===== src/inc/comparator_map.svh =====
// Register offsets, field positions, reset values and timing counts of the comparator control block
`ifndef COMPARATOR_MAP_SVH
`define COMPARATOR_MAP_SVH

// Register byte offsets
`define CMP_CTRL_OFFSET 12'h000
`define CMP_STATUS_OFFSET 12'h004
`define CMP_COMPCTRL0_OFFSET 12'h008
`define CMP_COMPCTRL1_OFFSET 12'h00C
`define CMP_START_OFFSET 12'h010
`define CMP_CLKDIV_OFFSET 12'h014

// Main control fields
`define CTRL_SOFT_RESET_BIT 0
`define CTRL_ENABLE_BIT 1
`define CTRL_KEEP_RUNNING_BIT 2
`define CTRL_LOW_POWER_MUX_BIT 7
`define CTRL_WRITE_MASK 8'h86
`define CTRL_RESET 8'h00

// Per-comparator control fields
`define COMPCTRL_ENABLE_BIT 0
`define COMPCTRL_SINGLE_BIT 1
`define COMPCTRL_FILTER_LENGTH_LSB 4
`define COMPCTRL_WRITE_MASK 8'h33
`define COMPCTRL_RESET 8'h00

// Status fields
`define STATUS_RESULT_LSB 0
`define STATUS_VALID_LSB 2
`define STATUS_SYNC_BUSY_BIT 7

// Sample clock divider and synchroniser delay
`define CLKDIV_RESET 8'h03
`define SYNC_TICKS 2'h2

`endif


===== src/inc/comparator_pkg.sv =====
// Types shared by the comparator control block
package comparator_pkg;

    // Filter length selection
    typedef enum logic [1:0] {
        FILT_NONE = 2'h0,
        FILT_MAJ3 = 2'h1,
        FILT_MAJ5 = 2'h2
    } filter_length_e;

    // Enable / soft reset synchroniser, Gray from idle through wait to apply; apply back to idle changes both bits
    typedef enum logic [1:0] {
        SYNC_IDLE = 2'b00,
        SYNC_WAIT = 2'b01,
        SYNC_APPLY = 2'b11
    } sync_state_e;

endpackage


===== src/inc/filter_if.sv =====
// Control and result signals between the controller and one output filter
interface filter_if;
    import comparator_pkg::*;

    logic tick;
    logic run;
    logic single;
    logic start;
    filter_length_e filter_length;
    logic sample;
    logic result;
    logic valid;
    logic done;

    modport ctrl (output tick, run, single, start, filter_length, sample, input result, valid, done);
    modport filt (input tick, run, single, start, filter_length, sample, output result, valid, done);
endinterface

===== src/core/comparator_control.sv =====
// Comparator pair control: APB registers, enable/soft reset synchroniser, sample divider, output filters
//
// Operation
// - Filter adds N-1 sample cycles before validity
// - Continuous mode valid after N samples collected
// - Then new output every tick from N samples
// - Single-shot completes at the Nth sample
// - Low-power mux bit applied without synchronisation
// - Keep-running bit keeps pair alive in sleep
// - Enable bit reads back at once, acts later
// - Enable write sets busy until applied
// - Comparator runs only with both enables set
// - Writing soft reset one resets and disables
// - Soft reset write discards other written fields
// - Reset completion clears trigger and busy together
// - Output change needs N/2+1 of N agreeing
// - Filter none, three or five, per comparator
//
// Our own choice: the APB register port.
`include "comparator_map.svh"

module comparator_control
    import comparator_pkg::*;
(
    // Clock and reset
    input wire logic pclk,
    input wire logic presetn,
    // APB slave
    input wire logic psel,
    input wire logic penable,
    input wire logic pwrite,
    input wire logic [11:0] paddr,
    input wire logic [31:0] pwdata,
    output logic [31:0] prdata,
    output logic pready,
    output logic pslverr,
    // Power manager
    input wire logic standby_sleep,
    // Analog comparator pair
    input wire logic [1:0] comp_raw,
    output logic [1:0] comp_enable,
    output logic low_power_input_mux,
    // Filtered results
    output logic [1:0] filtered_out,
    output logic [1:0] result_valid,
    output logic [1:0] comp_done
);
    logic [7:0] ctrl_reg, ctrl_next;
    logic [7:0] compctrl_reg [2];
    logic [7:0] compctrl_next [2];
    logic [7:0] clkdiv_reg, clkdiv_next;
    logic [7:0] div_cnt_reg, div_cnt_next;
    logic enable_active_reg, enable_active_next;
    logic sync_busy_reg, sync_busy_next;
    sync_state_e sync_state_reg, sync_state_next;
    logic [1:0] sync_cnt_reg, sync_cnt_next;
    logic [1:0] start_reg, start_next;
    logic [31:0] prdata_reg, prdata_next;
    logic pslverr_reg, pslverr_next;
    logic setup, access, mapped, wr_ctrl, wr_soft_reset_trigger;
    logic tick, sleep_off;
    logic [1:0] comp_run, comp_sample, f_result, f_valid, f_done;

    // Bus phase decode
    assign setup = psel && !penable;
    assign access = psel && penable;
    assign mapped = (paddr == `CMP_CTRL_OFFSET) || (paddr == `CMP_STATUS_OFFSET) ||
                    (paddr == `CMP_COMPCTRL0_OFFSET) || (paddr == `CMP_COMPCTRL1_OFFSET) ||
                    (paddr == `CMP_START_OFFSET) || (paddr == `CMP_CLKDIV_OFFSET);
    assign wr_ctrl = access && pwrite && (paddr == `CMP_CTRL_OFFSET);
    assign wr_soft_reset_trigger = wr_ctrl && pwdata[`CTRL_SOFT_RESET_BIT];

    // Comparator sample clock enable
    // Greater-or-equal, so lowering the divider wraps at once instead of after 256 counts
    assign tick = (div_cnt_reg >= clkdiv_reg);
    always_comb begin
        div_cnt_next = tick ? 8'h00 : div_cnt_reg + 8'h01;
    end

    always_ff @(posedge pclk or negedge presetn) begin
        if (!presetn) begin
            div_cnt_reg <= 8'h00;
        end else begin
            div_cnt_reg <= div_cnt_next;
        end
    end

    // Register writes, synchroniser and soft reset
    always_comb begin
        ctrl_next = ctrl_reg;
        compctrl_next = compctrl_reg;
        clkdiv_next = clkdiv_reg;
        enable_active_next = enable_active_reg;
        sync_busy_next = sync_busy_reg;
        sync_state_next = sync_state_reg;
        sync_cnt_next = sync_cnt_reg;
        start_next = 2'h0;
        case (sync_state_reg)
            SYNC_WAIT: begin
                if (tick) begin
                    sync_cnt_next = sync_cnt_reg + 2'h1;
                    if (sync_cnt_reg + 2'h1 == `SYNC_TICKS) begin
                        sync_state_next = SYNC_APPLY;
                    end
                end
            end
            SYNC_APPLY: begin
                sync_state_next = SYNC_IDLE;
                sync_busy_next = 1'b0;
                if (ctrl_reg[`CTRL_SOFT_RESET_BIT]) begin
                    ctrl_next = `CTRL_RESET;
                    compctrl_next[0] = `COMPCTRL_RESET;
                    compctrl_next[1] = `COMPCTRL_RESET;
                    clkdiv_next = `CLKDIV_RESET;
                    enable_active_next = 1'b0;
                end else begin
                    enable_active_next = ctrl_reg[`CTRL_ENABLE_BIT];
                end
            end
            default: begin
                sync_cnt_next = 2'h0;
            end
        endcase
        if (wr_ctrl) begin
            if (wr_soft_reset_trigger) begin
                ctrl_next = ctrl_reg | 8'h01;
            end else begin
                ctrl_next = (pwdata[7:0] & `CTRL_WRITE_MASK) | (ctrl_reg & 8'h01);
            end
            sync_busy_next = 1'b1;
            sync_state_next = SYNC_WAIT;
            sync_cnt_next = 2'h0;
        end
        if (access && pwrite && !ctrl_reg[`CTRL_SOFT_RESET_BIT]) begin
            if (paddr == `CMP_COMPCTRL0_OFFSET) begin
                compctrl_next[0] = pwdata[7:0] & `COMPCTRL_WRITE_MASK;
            end
            if (paddr == `CMP_COMPCTRL1_OFFSET) begin
                compctrl_next[1] = pwdata[7:0] & `COMPCTRL_WRITE_MASK;
            end
            if (paddr == `CMP_START_OFFSET) begin
                start_next = pwdata[1:0];
            end
            if (paddr == `CMP_CLKDIV_OFFSET) begin
                clkdiv_next = pwdata[7:0];
            end
        end
    end

    always_ff @(posedge pclk or negedge presetn) begin
        if (!presetn) begin
            ctrl_reg <= `CTRL_RESET;
            compctrl_reg[0] <= `COMPCTRL_RESET;
            compctrl_reg[1] <= `COMPCTRL_RESET;
            clkdiv_reg <= `CLKDIV_RESET;
            enable_active_reg <= 1'b0;
            sync_busy_reg <= 1'b0;
            sync_state_reg <= SYNC_IDLE;
            sync_cnt_reg <= 2'h0;
            start_reg <= 2'h0;
        end else begin
            ctrl_reg <= ctrl_next;
            compctrl_reg <= compctrl_next;
            clkdiv_reg <= clkdiv_next;
            enable_active_reg <= enable_active_next;
            sync_busy_reg <= sync_busy_next;
            sync_state_reg <= sync_state_next;
            sync_cnt_reg <= sync_cnt_next;
            start_reg <= start_next;
        end
    end

    // Read data and error captured in the setup phase
    always_comb begin
        prdata_next = prdata_reg;
        pslverr_next = pslverr_reg;
        if (setup) begin
            pslverr_next = !mapped;
            case (paddr)
                `CMP_CTRL_OFFSET: prdata_next = {24'h00_0000, ctrl_reg};
                `CMP_STATUS_OFFSET: prdata_next = {24'h00_0000, sync_busy_reg, 3'h0, f_valid, f_result};
                `CMP_COMPCTRL0_OFFSET: prdata_next = {24'h00_0000, compctrl_reg[0]};
                `CMP_COMPCTRL1_OFFSET: prdata_next = {24'h00_0000, compctrl_reg[1]};
                `CMP_CLKDIV_OFFSET: prdata_next = {24'h00_0000, clkdiv_reg};
                default: prdata_next = 32'h0000_0000;
            endcase
        end
    end

    always_ff @(posedge pclk or negedge presetn) begin
        if (!presetn) begin
            prdata_reg <= 32'h0000_0000;
            pslverr_reg <= 1'b0;
        end else begin
            prdata_reg <= prdata_next;
            pslverr_reg <= pslverr_next;
        end
    end

    assign prdata = prdata_reg;
    assign pslverr = pslverr_reg && access;
    assign pready = 1'b1;

    // Comparator gating and unsynchronised controls
    assign sleep_off = standby_sleep && !ctrl_reg[`CTRL_KEEP_RUNNING_BIT];
    assign low_power_input_mux = ctrl_reg[`CTRL_LOW_POWER_MUX_BIT];
    assign comp_enable = comp_run;

    input_sync #(.WIDTH(2)) u_sync (
        .pclk(pclk),
        .presetn(presetn),
        .async_in(comp_raw),
        .sync_out(comp_sample)
    );

    // One filter per comparator
    for (genvar i = 0; i < 2; i++) begin : g_comp
        filter_if fif();
        assign comp_run[i] = enable_active_reg && compctrl_reg[i][`COMPCTRL_ENABLE_BIT] && !sleep_off;
        assign fif.tick = tick;
        assign fif.run = comp_run[i];
        assign fif.single = compctrl_reg[i][`COMPCTRL_SINGLE_BIT];
        assign fif.start = start_reg[i];
        assign fif.filter_length = filter_length_e'(compctrl_reg[i][`COMPCTRL_FILTER_LENGTH_LSB +: 2]);
        assign fif.sample = comp_sample[i];
        assign f_result[i] = fif.result;
        assign f_valid[i] = fif.valid;
        assign f_done[i] = fif.done;
        majority_filter u_filter (
            .pclk(pclk),
            .presetn(presetn),
            .fif(fif)
        );
    end

    assign filtered_out = f_result;
    assign result_valid = f_valid;
    assign comp_done = f_done;

    // Checks
    a_mux_immediate: assert property (@(posedge pclk) disable iff (!presetn)
        wr_ctrl && !wr_soft_reset_trigger |=> low_power_input_mux == $past(pwdata[7]))
        else $error("low-power mux not applied at once");
    a_sleep_gating: assert property (@(posedge pclk) disable iff (!presetn)
        standby_sleep && !ctrl_reg[2] |-> comp_enable == 2'h0)
        else $error("comparator runs in sleep without keep-running");
    a_enable_readback: assert property (@(posedge pclk) disable iff (!presetn)
        wr_ctrl && !wr_soft_reset_trigger |=> ctrl_reg[1] == $past(pwdata[1]))
        else $error("enable bit does not read back at once");
    a_busy_set: assert property (@(posedge pclk) disable iff (!presetn)
        wr_ctrl |=> sync_busy_reg)
        else $error("busy not set on control write");
    a_busy_bounded: assert property (@(posedge pclk) disable iff (!presetn)
        $rose(sync_busy_reg) |-> ##[1:800] !sync_busy_reg || wr_ctrl)
        else $error("busy never clears");
    a_enable_applied: assert property (@(posedge pclk) disable iff (!presetn)
        $fell(sync_busy_reg) && !$past(ctrl_reg[0]) |-> enable_active_reg == ctrl_reg[1])
        else $error("busy cleared before enable applied");
    a_both_enables: assert property (@(posedge pclk) disable iff (!presetn)
        comp_enable[0] |-> enable_active_reg && compctrl_reg[0][0])
        else $error("comparator runs without both enables");
    a_both_enables1: assert property (@(posedge pclk) disable iff (!presetn)
        comp_enable[1] |-> enable_active_reg && compctrl_reg[1][0])
        else $error("second comparator runs without both enables");
    a_soft_reset_trigger_zero_noop: assert property (@(posedge pclk) disable iff (!presetn)
        wr_ctrl && !wr_soft_reset_trigger |=> ctrl_reg[0] == $past(ctrl_reg[0]))
        else $error("writing zero to soft reset changed it");
    a_soft_reset_trigger_discard: assert property (@(posedge pclk) disable iff (!presetn)
        wr_soft_reset_trigger |=> ctrl_reg[7:1] == $past(ctrl_reg[7:1]))
        else $error("soft reset write changed other fields");
    a_soft_reset_trigger_done: assert property (@(posedge pclk) disable iff (!presetn)
        $fell(ctrl_reg[0]) |-> !sync_busy_reg && !enable_active_reg && ctrl_reg == 8'h00)
        else $error("soft reset completion wrong");
    a_reserved_zero: assert property (@(posedge pclk) disable iff (!presetn)
        ##1 ctrl_reg[6:3] == 4'h0)
        else $error("reserved control bits not zero");
    c_enable_done: cover property (@(posedge pclk) disable iff (!presetn) $rose(enable_active_reg));
    c_soft_reset_trigger_done: cover property (@(posedge pclk) disable iff (!presetn) $fell(ctrl_reg[0]));
    c_sleep_kept: cover property (@(posedge pclk) disable iff (!presetn) standby_sleep && comp_enable != 2'h0);
endmodule


===== src/core/input_sync.sv =====
// Two-flop synchroniser for asynchronous comparator outputs
module input_sync #(
    parameter int WIDTH = 2
) (
    // Clock and reset
    input wire logic pclk,
    input wire logic presetn,
    // Data
    input wire logic [WIDTH-1:0] async_in,
    output logic [WIDTH-1:0] sync_out
);
    logic [WIDTH-1:0] meta_reg;
    logic [WIDTH-1:0] sync_reg;

    // Two stages, only the second is read
    always_ff @(posedge pclk or negedge presetn) begin
        if (!presetn) begin
            meta_reg <= '0;
            sync_reg <= '0;
        end else begin
            meta_reg <= async_in;
            sync_reg <= meta_reg;
        end
    end

    assign sync_out = sync_reg;
endmodule


===== src/core/majority_filter.sv =====
// Majority output filter for one comparator, continuous and single-shot
module majority_filter
    import comparator_pkg::*;
(
    // Clock and reset
    input wire logic pclk,
    input wire logic presetn,
    // Controller side
    filter_if.filt fif
);
    logic [4:0] hist_reg, hist_next;
    logic [2:0] cnt_reg, cnt_next;
    logic result_reg, result_next;
    logic valid_reg, valid_next;
    logic done_reg, done_next;
    logic busy_reg, busy_next;
    logic [2:0] need;
    logic [4:0] shifted;

    // Majority of the last n samples: n/2+1 must agree
    function automatic logic majority(input logic [4:0] h, input logic [2:0] n);
        logic [4:0] mask;
        logic [2:0] pop;
        mask = (n == 3'h5) ? 5'h1F : (n == 3'h3) ? 5'h07 : 5'h01;
        pop = 3'h0;
        for (int i = 0; i < 5; i++) begin
            pop = pop + {2'h0, h[i] & mask[i]};
        end
        return pop >= ((n >> 1) + 3'h1);
    endfunction

    // Samples needed per filter length
    always_comb begin
        case (fif.filter_length)
            FILT_MAJ3: need = 3'h3;
            FILT_MAJ5: need = 3'h5;
            default: need = 3'h1;
        endcase
    end

    assign shifted = {hist_reg[3:0], fif.sample};

    // Next filter state
    always_comb begin
        hist_next = hist_reg;
        cnt_next = cnt_reg;
        result_next = result_reg;
        valid_next = valid_reg;
        done_next = 1'b0;
        busy_next = busy_reg;
        if (!fif.run) begin
            cnt_next = 3'h0;
            valid_next = 1'b0;
            busy_next = 1'b0;
        end else if (fif.single) begin
            if (fif.start && !busy_reg) begin
                busy_next = 1'b1;
                cnt_next = 3'h0;
                valid_next = 1'b0;
            end else if (busy_reg && fif.tick) begin
                hist_next = shifted;
                cnt_next = cnt_reg + 3'h1;
                if (cnt_reg + 3'h1 == need) begin
                    busy_next = 1'b0;
                    done_next = 1'b1;
                    valid_next = 1'b1;
                    result_next = majority(shifted, need);
                end
            end
        end else if (fif.tick) begin
            hist_next = shifted;
            busy_next = 1'b0;
            if (cnt_reg < need) begin
                cnt_next = cnt_reg + 3'h1;
            end
            if (cnt_reg + 3'h1 >= need) begin
                valid_next = 1'b1;
                result_next = majority(shifted, need);
            end
        end
    end

    // Register filter state
    always_ff @(posedge pclk or negedge presetn) begin
        if (!presetn) begin
            hist_reg <= 5'h00;
            cnt_reg <= 3'h0;
            result_reg <= 1'b0;
            valid_reg <= 1'b0;
            done_reg <= 1'b0;
            busy_reg <= 1'b0;
        end else begin
            hist_reg <= hist_next;
            cnt_reg <= cnt_next;
            result_reg <= result_next;
            valid_reg <= valid_next;
            done_reg <= done_next;
            busy_reg <= busy_next;
        end
    end

    assign fif.result = result_reg;
    assign fif.valid = valid_reg;
    assign fif.done = done_reg;

    // Checks
    a_cont_early_invalid: assert property (@(posedge pclk) disable iff (!presetn)
        fif.run && !fif.single && !valid_reg && fif.tick && (cnt_reg + 3'h2 < need) |=> !valid_reg)
        else $error("filter validated before N-1 extra samples");
    a_cont_first_valid: assert property (@(posedge pclk) disable iff (!presetn)
        $rose(valid_reg) && !fif.single |-> cnt_reg == need)
        else $error("first continuous result before N samples");
    a_result_on_tick: assert property (@(posedge pclk) disable iff (!presetn)
        $changed(result_reg) |-> $past(fif.tick))
        else $error("filtered output changed without a sample tick");
    a_single_nth: assert property (@(posedge pclk) disable iff (!presetn)
        done_reg |-> cnt_reg == need && valid_reg)
        else $error("single-shot done before Nth sample");
    a_majority_vote: assert property (@(posedge pclk) disable iff (!presetn)
        $past(fif.tick && fif.run && !fif.single) && $stable(need) && valid_reg
        |-> result_reg == majority(hist_reg, need))
        else $error("filtered output differs from majority vote");
    c_single_done: cover property (@(posedge pclk) disable iff (!presetn) done_reg && need == 3'h5);
    c_cont_maj3: cover property (@(posedge pclk) disable iff (!presetn) $rose(valid_reg) && need == 3'h3);
endmodule


===== config.mk =====
export PLATFORM = sky130hd
export DESIGN_NAME = comparator_control
export DESIGN_NICKNAME = d
export VERILOG_FILES = /design/src/inc/comparator_pkg.sv /design/src/inc/filter_if.sv /design/src/core/comparator_control.sv /design/src/core/input_sync.sv /design/src/core/majority_filter.sv
export VERILOG_INCLUDE_DIRS = /design/src /design/src/inc
export SDC_FILE = /design/constraint.sdc
export NUM_CORES = 1
export LEC_CHECK = 0
export BUFFER_PORTS_ARGS = -buffer_cell sky130_fd_sc_hd__buf_2
export CORE_MARGIN = 5
export CORE_UTILIZATION = 52
export CTS_BUF_LIST = sky130_fd_sc_hd__clkbuf_4
export CTS_CLUSTER_SIZE = 24
export DETAILED_ROUTE_END_ITERATION = 8
export PLACE_DENSITY = 0.89
export SYNTH_ARGS = -nofsm -noshare
export SYNTH_HDL_FRONTEND = slang
export SYNTH_SLANG_ARGS = --single-unit

===== constraint.sdc =====
create_clock -name pclk -period 3.2 [get_ports pclk]
set_input_delay 0.16 -clock pclk [delete_from_list [all_inputs] [get_ports pclk]]
set_output_delay 0.16 -clock pclk [all_outputs]
set_load 0.05 [all_outputs]

# Word level (Yosys, flattened, before mapping)
# Cells that the tools add are included.
# Widths: inputs -> output; s select.
# totals
ff_bits	107
output_inout_bits	43
# classes
add_sub_neg	14
magnitude_cmp	7
eq_ne	38
mux	100
bitwise_logic	11
reduce_logical	49
# ops
op	n
$mux 8	11
$mux 1	50
$mux 16	3
$mux 3	14
$pmux 8 s5	1
$mux 4	8
$eq 12x4->1 const B	2
$eq 12x5->1 const B	2
$add 3x1->3	6
$ne 3x3->1 const B	6
$reduce_and 3->1	6
$logic_and 1x1->1	16
$ne 4x4->1 const B	4
$reduce_and 4->1	4
$mux 2	7
$eq 12x3->1 const B	1
$ge 3x3->1	4
$logic_not 12->1	1
$pmux 3 s2	2
$reduce_and 6->1	2
$reduce_bool 2->1	6
$and 1x1->1	10
$mux 5	2
$add 8x1->8 const B	1
other kinds (20)	50

# Longest topological paths before layout
# Gate-level depths: netlist of run 1.
# depth
depth_word	15
ltp_mapped	12
mapped_depth_nobuf	12

# By module
# Synthesis of run 1 repeated with hierarchy kept, for this count alone.
# unflattened
cells_unflattened	465
hier_area_um2	4624.4
# modules_own_cells
mod	n_inst	cells_per_inst	area_each_um2	seq_area_each_um2
comparator_control	1	296	2871.5	1328.8
majority_filter (g_comp[1].u_filter)	1	82	839.6	275.3
majority_filter (g_comp[0].u_filter)	1	83	813.3	275.3
input_sync	1	4	100.1	100.1

# Worst setup path before layout of run 1
# OpenSTA, ideal clock, no wires.
# synth_timing
path_kind	register to register
startpoint	register compctrl_reg[4] in the netlist's numbering
endpoint	register g_comp[1].u_filter.result_reg
setup_ps	142
arrival_time_ps	2878
required_time_ps	3058
slack_ps	180
stages_incl_launch_ff	12
path_buffers	0
period_less_slack_ps	3020
cell_sequence	dfrtp_1 -> inv_1 -> ha_1 -> nor2b_1 -> ha_1 -> fa_1 -> ha_1 -> fa_1 -> ha_1 -> a21o_1 -> a21oi_1 -> a31oi_1
# synth_via
elab_chain_len	15
# synth_rtl
element	line	rtl
start, declared	comparator_control.sv:49	logic [7:0] compctrl_reg [2];
start signal, assigned	comparator_control.sv:163	compctrl_reg <= compctrl_next;
$eq 2x2->1 or $eq 2x1->1 (tied branches)	majority_filter.sv:34	case (fif.filter_length)
$pmux 3 s2 *	majority_filter.sv:34	
$eq 3x2->1	majority_filter.sv:24	mask = (n == 3'h5) ? 5'h1F : (n == 3'h3) ? 5'h07 : 5'h01;
$mux 3	majority_filter.sv:24	
$mux 5	majority_filter.sv:24	
$and 1x1->1	majority_filter.sv:27	pop = pop + {2'h0, h[i] & mask[i]};
$add 1x1->2	majority_filter.sv:27	
$add 3x1->3 (3 in a row)	majority_filter.sv:27	
$ge 3x3->1	majority_filter.sv:29	return pop >= ((n >> 1) + 3'h1);
$mux 1	majority_filter.sv:63	if (cnt_reg + 3'h1 == need) begin
$mux 1	majority_filter.sv:60	end else if (busy_reg && fif.tick) begin
$mux 1	majority_filter.sv:56	if (fif.start && !busy_reg) begin
$mux 1	majority_filter.sv:55	end else if (fif.single) begin
end signal, assigned	majority_filter.sv:95	result_reg <= result_next;
end, declared	majority_filter.sv:13	logic result_reg, result_next;
# Every way passes the cells marked *; elsewhere a longest branch is shown, timed or not. The select of a mux whose other input is x is not followed.
# A chain may end at the register's enable or synchronous reset.

# Worst setup path in the final report of run 1
# layout_timing
startpoint	register compctrl_reg[13] in the netlist's numbering
endpoint	register g_comp[0].u_filter.result_reg
# layout_via
elab_chain_len	15
# layout_rtl
element	line
$eq 2x2->1 or $eq 2x1->1 (tied branches)	majority_filter.sv:34
$pmux 3 s2 *	majority_filter.sv:34
$eq 3x2->1	majority_filter.sv:24
$mux 3	majority_filter.sv:24
$mux 5	majority_filter.sv:24
$and 1x1->1	majority_filter.sv:27
$add 1x1->2	majority_filter.sv:27
$add 3x1->3 (3 in a row)	majority_filter.sv:27
$ge 3x3->1	majority_filter.sv:29
$mux 1	majority_filter.sv:63
$mux 1	majority_filter.sv:60
$mux 1	majority_filter.sv:56
$mux 1	majority_filter.sv:55
end signal, assigned	majority_filter.sv:95
end, declared	majority_filter.sv:13
# Marks and branches as above.

==> metrics.txt, run 1 <==
outcome=completed; sw frac=0.2493; latest clock arrival within the worst-skew pair=0.42 ns; Clock power frac=0.362; largest cells by area after synthesis=dfrtp_1 (41%), ha_1 (9.7%), buf_4 (5.3%); initial drt markers=368; critical-path maximum fanout=3; Post-Layout Cell Count=about 630; Comb power frac=0.087; largest net degree at the start of global routing=80; gp weighted congestion=about 0.89; Pwr Density=355.9 mW/mm²; relative slew slack=0.3540; Worst Tran Pin Value=~0.97 ns; Synth Cell Area=about 0.0046 mm²; asr flop ratio synth=1.000; initial antenna violation count=0; flop2flop setup slack=a little under 0.1 ns; clock buffer depth=2; final worst setup slack=0.09772 ns; Worst EP required=3.47 ns; TritonCTS clock tree=built; reg2reg path depth=10; Syn-to-layout area delta=9.935%; I/O Pins=between 90 and 100; CP Class=flop to flop; clk slew on worst S/H paths=about 0.12 ns; startpoint types=flop; # nets final=612; vias post-DR=3721; WL/cell=roughly 17 µm; top-count cell post-synth=dfrtp_1; vias per std cell=between 5 and 6; placed insts=about 610; Detail Route Antenna Nets=0; Max stage delay cell, worst path=fa_1; Worst R2R End=g_comp[0].u_filter.fif.result; distinct cell type count after synthesis=56; Main synth FF type=dfrtp_1; htree depth=3; sw power=around 450 µW; core area=0.008721 mm²; flop and latch count out of synthesis=79; CTS Buf Count=9; Worst setup EP type=flop; Cell Rows=34; antenna fix cells=0; synth warn=0; share of cells above drive strength 1=0.1905; Most common cell on crit path=ha_1; area leader, netlist=dfrtp_1; global-route wire length before repair=between 15000 and 20000 µm; DP HPWL=between 7000 and 8000 µm; detailed-route DRC error count=0; Power, Total=between 1500 and 2000 µW; leakage=between 0.002 and 0.003 µW; Clock Tree Root=clkbuf_4; Hold Path Sink=start_reg[0]; Flop pwr share=0.551; max reg flops=16; die area=0.01093 mm²; final hold violations=0; crit path DAT=~3.4 ns; Synth top area share=0.4146; GRT overflow=0; via count of the first global-routing pass=between 3k and 4k; worst min path class=primary input to flop; dpl ws=-0.002896 ns; worst vdd ir=about 0.21 mV; Area after DPL=~0.0048 mm²; PortBufs=45; Critical Path Max Stage Delay=roughly 0.48 ns; Die Y=between 100 and 150 µm; pins over their slew limit=0; # setup viols final=0; all-layer global routing usage=0.1978; Post-synth EDFFs=0; Initial Util=0.5329; worst r2r src=compctrl_reg[13]; drt pass-1 iters=5; WL final=between 10000 and 15000 µm; Int Power=around 1400 µW; Worst Hold Path Cells=2; min-delay src=pwdata[0]; worst clock skew=0.01087 ns; most frequent cells after synthesis=dfrtp_1 (77), nand2_1 (41), ha_1 (36); clk sinks=a little under 80; Die Wd=about 100 µm; CP bufs+invs=0; crit-path cells=ha_4 -> nor2b_2 -> ha_1 -> fa_1 -> ha_1 -> fa_1 -> ha_1 -> a21o_1 -> a21oi_2 -> a41oi_1; Final Cycle Share=0.9695; syn_area_per_cell=9.824 µm²; fin area=0.005109 mm²; crit-path leading delay family=adder cells; FMAX=322.3 MHz; Cells after Synth=473; reported max-cap violation count=0; post-synthesis sequential area ratio=0.4260; Final Critical Period=roughly 3.1 ns
[layout by cell type (no fill, tap or decap), types with 3 or more instances in the layout]
cell type / synthesis / layout
nor2_1: 22 / 22
buf_4: 33 / 7
and2_1: 7 / 7
a22o_1: 5 / 5
ha_1: 36 / 33
nand3_1: 22 / 22
nand2b_1: 8 / 8
a21o_1: 5 / 5
a221oi_1: 4 / 4
a22oi_1: 9 / 9
dfrtp_1: 77 / 77
buf_2: 2 / 44
a31oi_1: 3 / 3
fa_1: 4 / 4
nor2b_1: 8 / 7
nor3_1: 8 / 8
xor2_1: 7 / 7
mux2_2: 13 / 13
and3_1: 16 / 16
o21ai_0: 27 / 27
or3_1: 3 / 3
dlygate4sd3_1: 0 / 10
or2_2: 3 / 3
o31ai_1: 7 / 7
nand2_1: 41 / 41
a21oi_1: 21 / 20
nor4_1: 4 / 4
inv_1: 31 / 29
clkbuf_4: 0 / 11
conb_1: 2 / 25
[worst register-to-register path: cells and delay by family, from the launching register on]
family | cells | cell delay [ns]
adders and majority gates | 6 | 2.04
AOI/OAI and AO/OA | 3 | 0.45
DFF | 1 | 0.44
and+or+nand+nor | 1 | 0.04
[worst max path at each step]
stage | startpoint | end | slack [ns] | cells past startpoint
after floorplan | compctrl_reg[4] | g_comp[1].u_filter.fif.result | 0.18 | 11
after global placement | compctrl_reg[13] | g_comp[0].u_filter.fif.result | 0.14 | 10
after detailed placement | compctrl_reg[4] | g_comp[1].u_filter.fif.result | -0.003 | 11
after CTS | compctrl_reg[13] | g_comp[0].u_filter.fif.result | 0.003 | 10
after global routing | compctrl_reg[13] | g_comp[0].u_filter.fif.result | -0.04 | 10
final | compctrl_reg[13] | g_comp[0].u_filter.fif.result | 0.1 | 10
[kinds of logic after synthesis]
logic type / count (synthesis) / share of synthesized area
xor+xnor: 8 / 0.01508
flops: 79 / 0.4260
compound gates: 97 / 0.1354
simple gates: 154 / 0.1799
buf+inv: 79 / 0.09424
other cells: 2 / 0.001616
mux: 14 / 0.03366
fa+ha+maj: 40 / 0.1142
[routing by layer]
layer,track usage,up-vias,wire length (µm)
met5,0,-,0
met4,0.1045,0,438
met3,0.04316,48,843
met2,0.3285,208,5268
met1,0.2405,1757,4295
li1,-,1708,-
[per-stage QoR]
| step | hold WS (ns) | TNS, ns | utilization |
|---|---|---|---|
| 2_1_floorplan | -0.1356 | 0 | - |
| 3_3_place_gp | 0.2694 | 0 | 0.5509 |
| 3_5_place_dp | 0.2697 | -0.002896 | 0.5509 |
| 4_1_cts | 0.05391 | 0 | 0.5816 |
| 5_1_grt | 0.05068 | -0.03502 | 0.5858 |
| 6_report | 0.07744 | 0 | 0.5858 |
[cell type report]
| class | instances | area (µm²) |
|---|---|---|
| clock buffers | 11 | 82.58 |
| clock inverters | 5 | 72.57 |
| fillers | 718 | 3612 |
| inverters | 31 | 116.4 |
| multi-input cells | 338 | 2350 |
| flip-flops and latches | 79 | 1979 |
| well taps | 108 | 135.1 |
| repair buffers | 61 | 372.9 |
[power groups by stage]
stage	Clock [µW]	Combinational, µW	Sequential [µW]
5_1_grt	721	171	1000
3_3_place_gp	0	143	1020
6_report	658	158	1000
4_1_cts	669	156	1000
2_1_floorplan	0	120	1020
3_5_place_dp	0	146	1020
[repair_timing]
action                     CTS  global route
resized for setup            1             6
setup buffers                0             2
pin swaps                    0             1
hold endpoints to repair    89             0
gates cloned                 0             0
setup endpoints to repair    1             2
hold buffers                10             0
No activity file was read; power rests on OpenSTA's default activity.
==> run 2, diff against run 1 <==
--- a/config.mk
+++ b/config.mk
@@ -6,6 +6,7 @@
 export SDC_FILE = /design/constraint.sdc
 export NUM_CORES = 1
 export LEC_CHECK = 0
+export ABC_AREA = 1
 export BUFFER_PORTS_ARGS = -buffer_cell sky130_fd_sc_hd__buf_2
 export CORE_MARGIN = 5
 export CORE_UTILIZATION = 52
==> run 2 against run 1 <==
Design area grew 2.7%. Critical path type unchanged. Utilization shrank 1.0 points. Critical path depth is 2 higher. Clock skew up 0.0036 ns. Critical endpoint is now g_comp[1].u_filter.fif.result. First-iteration DRC count fell by 8.7%. Sequential share of layout area down 1.0 points. Global-route usage decreased by 0.26 points. Via count rose by 8.7%. Largest cell class unchanged.
==> metrics.txt, run 2 <==
Synth top area share=0.4008 (was 0.4146); most frequent cells after synthesis=nand2_1 (122), inv_1 (87), dfrtp_1 (77) (was dfrtp_1 (77), nand2_1 (41), ha_1 (36)); synth warn=0 (unchanged); Post-synth EDFFs=0 (unchanged); leakage=0.002872 µW (was 0.002564 µW); commonest cells after routing, fill and taps aside=nand2_1 (122), inv_1 (85), dfrtp_1 (77), nand3_1 (53), nor2_1 (48) (was dfrtp_1 (77), buf_2 (44), nand2_1 (41), ha_1 (33), inv_1 (29)); TritonCTS clock tree=built (unchanged); pins over their slew limit=0 (unchanged); post-synthesis sequential area ratio=0.4118 (was 0.4260); DP HPWL=7919 µm (was 7868 µm); Cells after Synth=598 (was 473); latest clock arrival within the worst-skew pair=0.42 ns (about the same); Synth Cell Area=0.004807 mm² (was 0.004647 mm²); distinct cell type count after synthesis=33 (was 56); worst r2r src=compctrl_reg[4] (was compctrl_reg[13]); htree depth=3 (unchanged); via count of the first global-routing pass=3978 (was 3790); drt pass-1 iters=5 (unchanged); final worst setup slack=0.1333 ns (was 0.09772 ns); largest cells by area after synthesis=dfrtp_1 (40%), nand2_1 (9.5%), ha_1 (9.4%) (was dfrtp_1 (41%), ha_1 (9.7%), buf_4 (5.3%)); Syn-to-layout area delta=9.110% (was 9.935%); critical-path maximum fanout=3 (unchanged); FMAX=326.1 MHz (was 322.3 MHz); Pwr Density=430.6 mW/mm² (was 355.9 mW/mm²); antenna fix cells=0 (unchanged); core area=0.009109 mm² (was 0.008721 mm²); outcome=completed (unchanged); share of cells above drive strength 1=0.1551 (was 0.1905); Final Cycle Share=0.9583 (was 0.9695); relative slew slack=0.3568 (was 0.3540); crit path from=compctrl_reg[4] (was compctrl_reg[13]); commonest non-fill, non-tap cell in the layout=nand2_1 (was dfrtp_1); vias per std cell=5.308 (was 5.878); Setup crit end=g_comp[1].u_filter.fif.result (was g_comp[0].u_filter.fif.result); Setup TNS=0 ns (unchanged); Main synth FF type=dfrtp_1 (unchanged); global-route wire length before repair=17830 µm (was 17660 µm); Final Critical Period=3.067 ns (was 3.102 ns); detailed-route DRC error count=0 (unchanged); RSZ-0062 raised after global routing=false; fin area=0.005245 mm² (was 0.005109 mm²); met3 usage=0.02793 (was 0.04316); Layout fillers=787 (was 718); GRT overflow=0 (unchanged); gp weighted congestion=0.8723 (was 0.8920); reg2reg path depth=12 (was 10); # setup viols final=0 (unchanged); Die Y=106.2 µm (was 104.5 µm); Detail Route Antenna Nets=0 (unchanged); startpoint types=flop (unchanged); worst vdd ir=0.3635 mV (was 0.2139 mV); Post-Layout Cell Count=762 (was 633); worst clock skew=0.01447 ns (was 0.01087 ns); GR Util met1=0.2354 (was 0.2405); Worst setup EP type=flop (unchanged); Power, Total=2258 µW (was 1818 µW); Worst Tran Pin Value=0.9648 ns (was 0.9689 ns); Initial Util=0.5277 (was 0.5329); placed insts=736 (was 605); clock buffer depth=2 (unchanged); Die Wd=106.2 µm (was 104.5 µm); Area after DPL=0.004967 mm² (was 0.004805 mm²); largest net degree at the start of global routing=80 (unchanged); flop2flop setup slack=0.13 ns (was 0.1 ns); crit path DAT=3.37 ns (was 3.38 ns); vias post-DR=4045 (was 3721); area leader, netlist=dfrtp_1 (unchanged); initial antenna violation count=0 (unchanged); busiest grt layer=met2 (unchanged); Cell Rows=35 (was 34); clk sinks=79 (unchanged); Worst R2R End=g_comp[1].u_filter.fif.result (was g_comp[0].u_filter.fif.result); I/O Pins=95 (unchanged); Clock Tree Root=clkbuf_4 (unchanged); worst min path class=primary input to flop (unchanged); die area=0.01127 mm² (was 0.01093 mm²); asr flop ratio synth=1.000 (unchanged); all-layer global routing usage=0.1952 (was 0.1978); dpl ws=0.03407 ns (was -0.002896 ns); final hold violations=0 (unchanged); initial drt markers=336 (was 368); PortBufs=45 (unchanged); top-count cell post-synth=nand2_1 (was dfrtp_1); # nets final=738 (was 612); syn_area_per_cell=8.039 µm² (was 9.824 µm²); flop and latch count out of synthesis=79 (unchanged); max reg flops=16 (unchanged); clk slew on worst S/H paths=0.12 ns (about the same); reported max-cap violation count=0 (unchanged); grt met2 use=0.3430 (was 0.3285); CP Class=flop to flop (unchanged); CTS Buf Count=9 (unchanged); WL/cell=13.83 µm (was 17.13 µm); Worst EP required=3.51 ns (was 3.47 ns); WL final=10540 µm (was 10850 µm)
-- run 2: cell types whose count changed after synthesis, moves of 13 or more --
cell / previous run / this run
nand3_1: 22 / 53
mux2_2: 13 / 0
nor2_1: 22 / 48
inv_1: 31 / 87
nand2_1: 41 / 122
and3_1: 16 / 1
o21ai_1: 0 / 23
-- run 2: kinds of logic (layout without fill, tap and decap cells) --
logic type                 after synthesis  in the layout  share of synthesized area
xor gates and xnor gates                 3              3                   0.005467
adders and majority gates               40             40                     0.1104
other                                    2             25                   0.001562
buffers and inverters                  143            173                     0.1429
DFF                                     79             79                     0.4118
AOI/OAI and AO/OA                       78             78                    0.08876
and+or+nand+nor                        253            253                     0.2392
-- run 2: layout make-up --
class	count	area [µm²]	share of cell area
multi-input cells	399	2252	0.4294
clock inverters	7	87.58	0.01670
repair buffers	58	347.8	0.06632
inverters	99	371.6	0.07085
well taps	111	138.9	0.02648
flip-flops and latches	79	1979	0.3774
clock buffers	9	67.56	0.01288
-- run 2: worst max-delay path: stages, from the launching register on --
cell,delay (ns)
dfrtp_1,0.41
inv_2,0.09
ha_4,0.21
nor2_1,0.10
ha_1,0.25
fa_1,0.48
ha_1,0.23
fa_1,0.47
ha_1,0.30
a21oi_1,0.15
nor2_1,0.06
o21ai_1,0.11
o21ai_0,0.09
-- run 2: how the worst min path moves through the flow --
stage / startpoint / to / depth (start not counted)
2_1_floorplan: presetn / clkdiv_reg[2] / 0
3_3_place_gp: comp_raw[0] / u_sync.meta_reg[0] / 1
3_5_place_dp: comp_raw[0] / u_sync.meta_reg[0] / 1
4_1_cts: pwdata[4] / compctrl_reg[4] / 3
5_1_grt: pwdata[4] / compctrl_reg[4] / 3
6_report: pwdata[4] / compctrl_reg[4] / 3
-- run 2: timing repair --
| action | CTS | global route |
|---|---|---|
| buffers inserted | 0 | 1 |
| endpoints found under the setup margin | 0 | 2 |
| resized for setup | 0 | 7 |
| hold buffers | 9 | 0 |
| hold endpoints to repair | 87 | 0 |
-- run 2: routing by layer --
layer  wire length (µm)  vias to the layer above
met4                336                        0
li1                   -                     1938
met1               4154                     1917
met3                596                       35
met5                  0                        -
met2               5454                      155
-- run 2: metrics by stage --
step | utilization | hold WS, ns
floorplan | - | -0.1356
global placement | 0.5453 | 0.2716
detailed placement | 0.5453 | 0.2746
CTS | 0.5723 | 0.06019
global route | 0.5758 | 0.05693
finish | 0.5758 | 0.07922
-- run 2: report_power, final --
part,switching (µW),internal [µW],total [µW]
logic,328,148,476
registers,59.8,1070,1130
clock network,343,312,654
==> run 3, diff against run 2 <==
--- a/config.mk
+++ b/config.mk
@@ -8,7 +8,7 @@
 export LEC_CHECK = 0
 export ABC_AREA = 1
 export BUFFER_PORTS_ARGS = -buffer_cell sky130_fd_sc_hd__buf_2
-export CORE_MARGIN = 5
+export CORE_MARGIN = 2
 export CORE_UTILIZATION = 52
 export CTS_BUF_LIST = sky130_fd_sc_hd__clkbuf_4
 export CTS_CLUSTER_SIZE = 24
==> run 3 against run 2 <==
Critical path depth did not move. Register-to-register slack improved by 0.05 ns. Combinational power fell by 1%. Non-clock buffer count rose by 1. Setup slack improved by 0.046 ns. Sequential share of layout area rose by 0.054 points. Design area fell by 0.14%. Hold slack got worse by 0.023 ns. Clock-buffer cell count rose by 2. Total power fell by 3.1%. Global-route usage rose by 1.9 points. Largest cell class unchanged. Largest power group unchanged.
==> metrics.txt, run 3 (synthesis gave the netlist of run 2 again) <==
outcome=completed (unchanged); Syn-to-layout area delta=8.954% (was 9.110%); worst min path class=primary input to flop (unchanged); max reg flops=16 (unchanged); Die Wd=100.2 µm (was 106.2 µm); I/O Pins=95 (unchanged); Setup TNS=0 ns (unchanged); reported max-cap violation count=0 (unchanged); commonest non-fill, non-tap cell in the layout=nand2_1 (unchanged); gp weighted congestion=0.8253 (was 0.8723); fin area=0.005238 mm² (was 0.005245 mm²); largest net degree at the start of global routing=80 (unchanged); antenna fix cells=0 (unchanged); reg2reg path depth=12 (unchanged); initial drt markers=403 (was 336); clk slew on worst S/H paths=0.13 ns (was 0.12 ns); Area after DPL=0.004967 mm² (unchanged); core area=0.009109 mm² (unchanged); clk sinks=79 (unchanged); area occupied by multi-input gates=0.002261 mm² (was 0.002252 mm²); Clock Tree Root=clkbuf_4 (unchanged); startpoint types=flop (unchanged); relative slew slack=0.3430 (was 0.3568); CP Class=flop to flop (unchanged); Final Critical Period=3.020 ns (was 3.067 ns); TritonCTS clock tree=built (unchanged); RSZ-0062 raised after global routing=false (unchanged); FMAX=331.1 MHz (was 326.1 MHz); clock buffer depth=2 (unchanged); commonest cells after routing, fill and taps aside=nand2_1 (122), inv_1 (85), dfrtp_1 (77), nand3_1 (53), nor2_1 (48) (unchanged); Worst Tran Pin Value=0.9855 ns (was 0.9648 ns); worst clock skew=0.01193 ns (was 0.01447 ns); final hold violations=0 (unchanged); Worst EP required=3.52 ns (was 3.51 ns); Initial Util=0.5277 (unchanged); die area=0.01003 mm² (was 0.01127 mm²); worst vdd ir=0.3525 mV (was 0.3635 mV); htree depth=3 (unchanged); initial antenna violation count=0 (unchanged); via count of the first global-routing pass=3892 (was 3978); critical-path maximum fanout=3 (unchanged); global-route wire length before repair=17160 µm (was 17830 µm); vias per std cell=5.258 (was 5.308); Worst Hold Path Cells=3 (unchanged); Post-Route Utilization=0.5750 (was 0.5758); Cell Rows=35 (unchanged); latest clock arrival within the worst-skew pair=0.42 ns (about the same); vias post-DR=4012 (was 4045); Worst setup EP type=flop (unchanged); Final Cycle Share=0.9438 (was 0.9583); # setup viols final=0 (unchanged); pins over their slew limit=0 (unchanged); Die Y=100.2 µm (was 106.2 µm); WL final=10310 µm (was 10540 µm); drt pass-1 iters=5 (unchanged); GRT overflow=0 (unchanged); Power, Total=2188 µW (was 2258 µW); CTS Buf Count=9 (unchanged); crit path DAT=3.34 ns (was 3.37 ns); all-layer global routing usage=0.2141 (was 0.1952); detailed-route DRC error count=0 (unchanged); Pwr Density=417.8 mW/mm² (was 430.6 mW/mm²); PortBufs=45 (unchanged); register area=0.001979 mm² (unchanged); WL/cell=13.51 µm (was 13.83 µm); DP HPWL=7724 µm (was 7919 µm); Detail Route Antenna Nets=0 (unchanged); share of cells above drive strength 1=0.1610 (was 0.1551); # nets final=739 (was 738); Layout fillers=784 (was 787); leakage=0.002862 µW (was 0.002872 µW)
[run 3: metrics by stage]
stage	instances	hold WS, ns	setup slack [ns]
2_1_floorplan	621	-0.1356	0.1707
3_3_place_gp	736	0.2709	0.1550
3_5_place_dp	736	0.2738	0.04187
4_1_cts	761	0.04924	0.01168
5_1_grt	763	0.06280	0.002763
6_report	763	0.05609	0.1797
[run 3: final cells by class]
class	instances	area share
inverters	99	0.07095
multi-input cells	399	0.4317
flip-flops and latches	79	0.3779
clock buffers	11	0.01577
well taps	111	0.02652
clock inverters	5	0.009317
repair buffers	59	0.06785
[run 3: timing repair]
item                       in CTS  in global routing
resized for setup               0                  9
hold buffers                    9                  0
hold endpoints to repair       87                  0
buffers inserted                0                  2
setup endpoints to repair       0                  2
[run 3: power by group]
part	total [µW]	internal, µW	switching [µW]	leakage (µW)
Sequential	1130	1070	59.7	0.00103
Clock	590	250	340	0.0000780
Combinational	471	148	323	0.00175
Total	2190	1470	722	0.00286
[run 3: metal layers]
metal  up-vias  part of all wire  global-route usage
li1       1945                 -                   -
met1      1895              0.41              0.2643
met2       145              0.51              0.3722
met3        27             0.056             0.03203
met4         0             0.028             0.09484
met5         -                 0                   0
[run 3: critical path, cell delays in order, from the launching register on]
cell     delay, ns
dfrtp_1       0.42
inv_2         0.10
ha_4          0.22
nor2_1        0.12
ha_1          0.25
fa_1          0.55
ha_2          0.18
fa_1          0.41
ha_1          0.29
a21oi_1       0.16
nor2_1        0.05
o21ai_1       0.11
o21ai_1       0.07
[run 3: worst paths after layout]
check | slack (ns) | to | startpoint
setup / recovery | 0.18 | g_comp[0].u_filter.fif.result | compctrl_reg[12]
hold / removal | 0.06 | compctrl_reg[4] | pwdata[4]
setup reg to reg | 0.18 | g_comp[0].u_filter.fif.result | compctrl_reg[12]
hold reg to reg | 0.36 | u_sync.sync_out[0] | u_sync.meta_reg[0]
max in group asynchronous | 2.13 | prdata[1] | presetn
min in group asynchronous | 0.43 | div_cnt_reg[0] | presetn
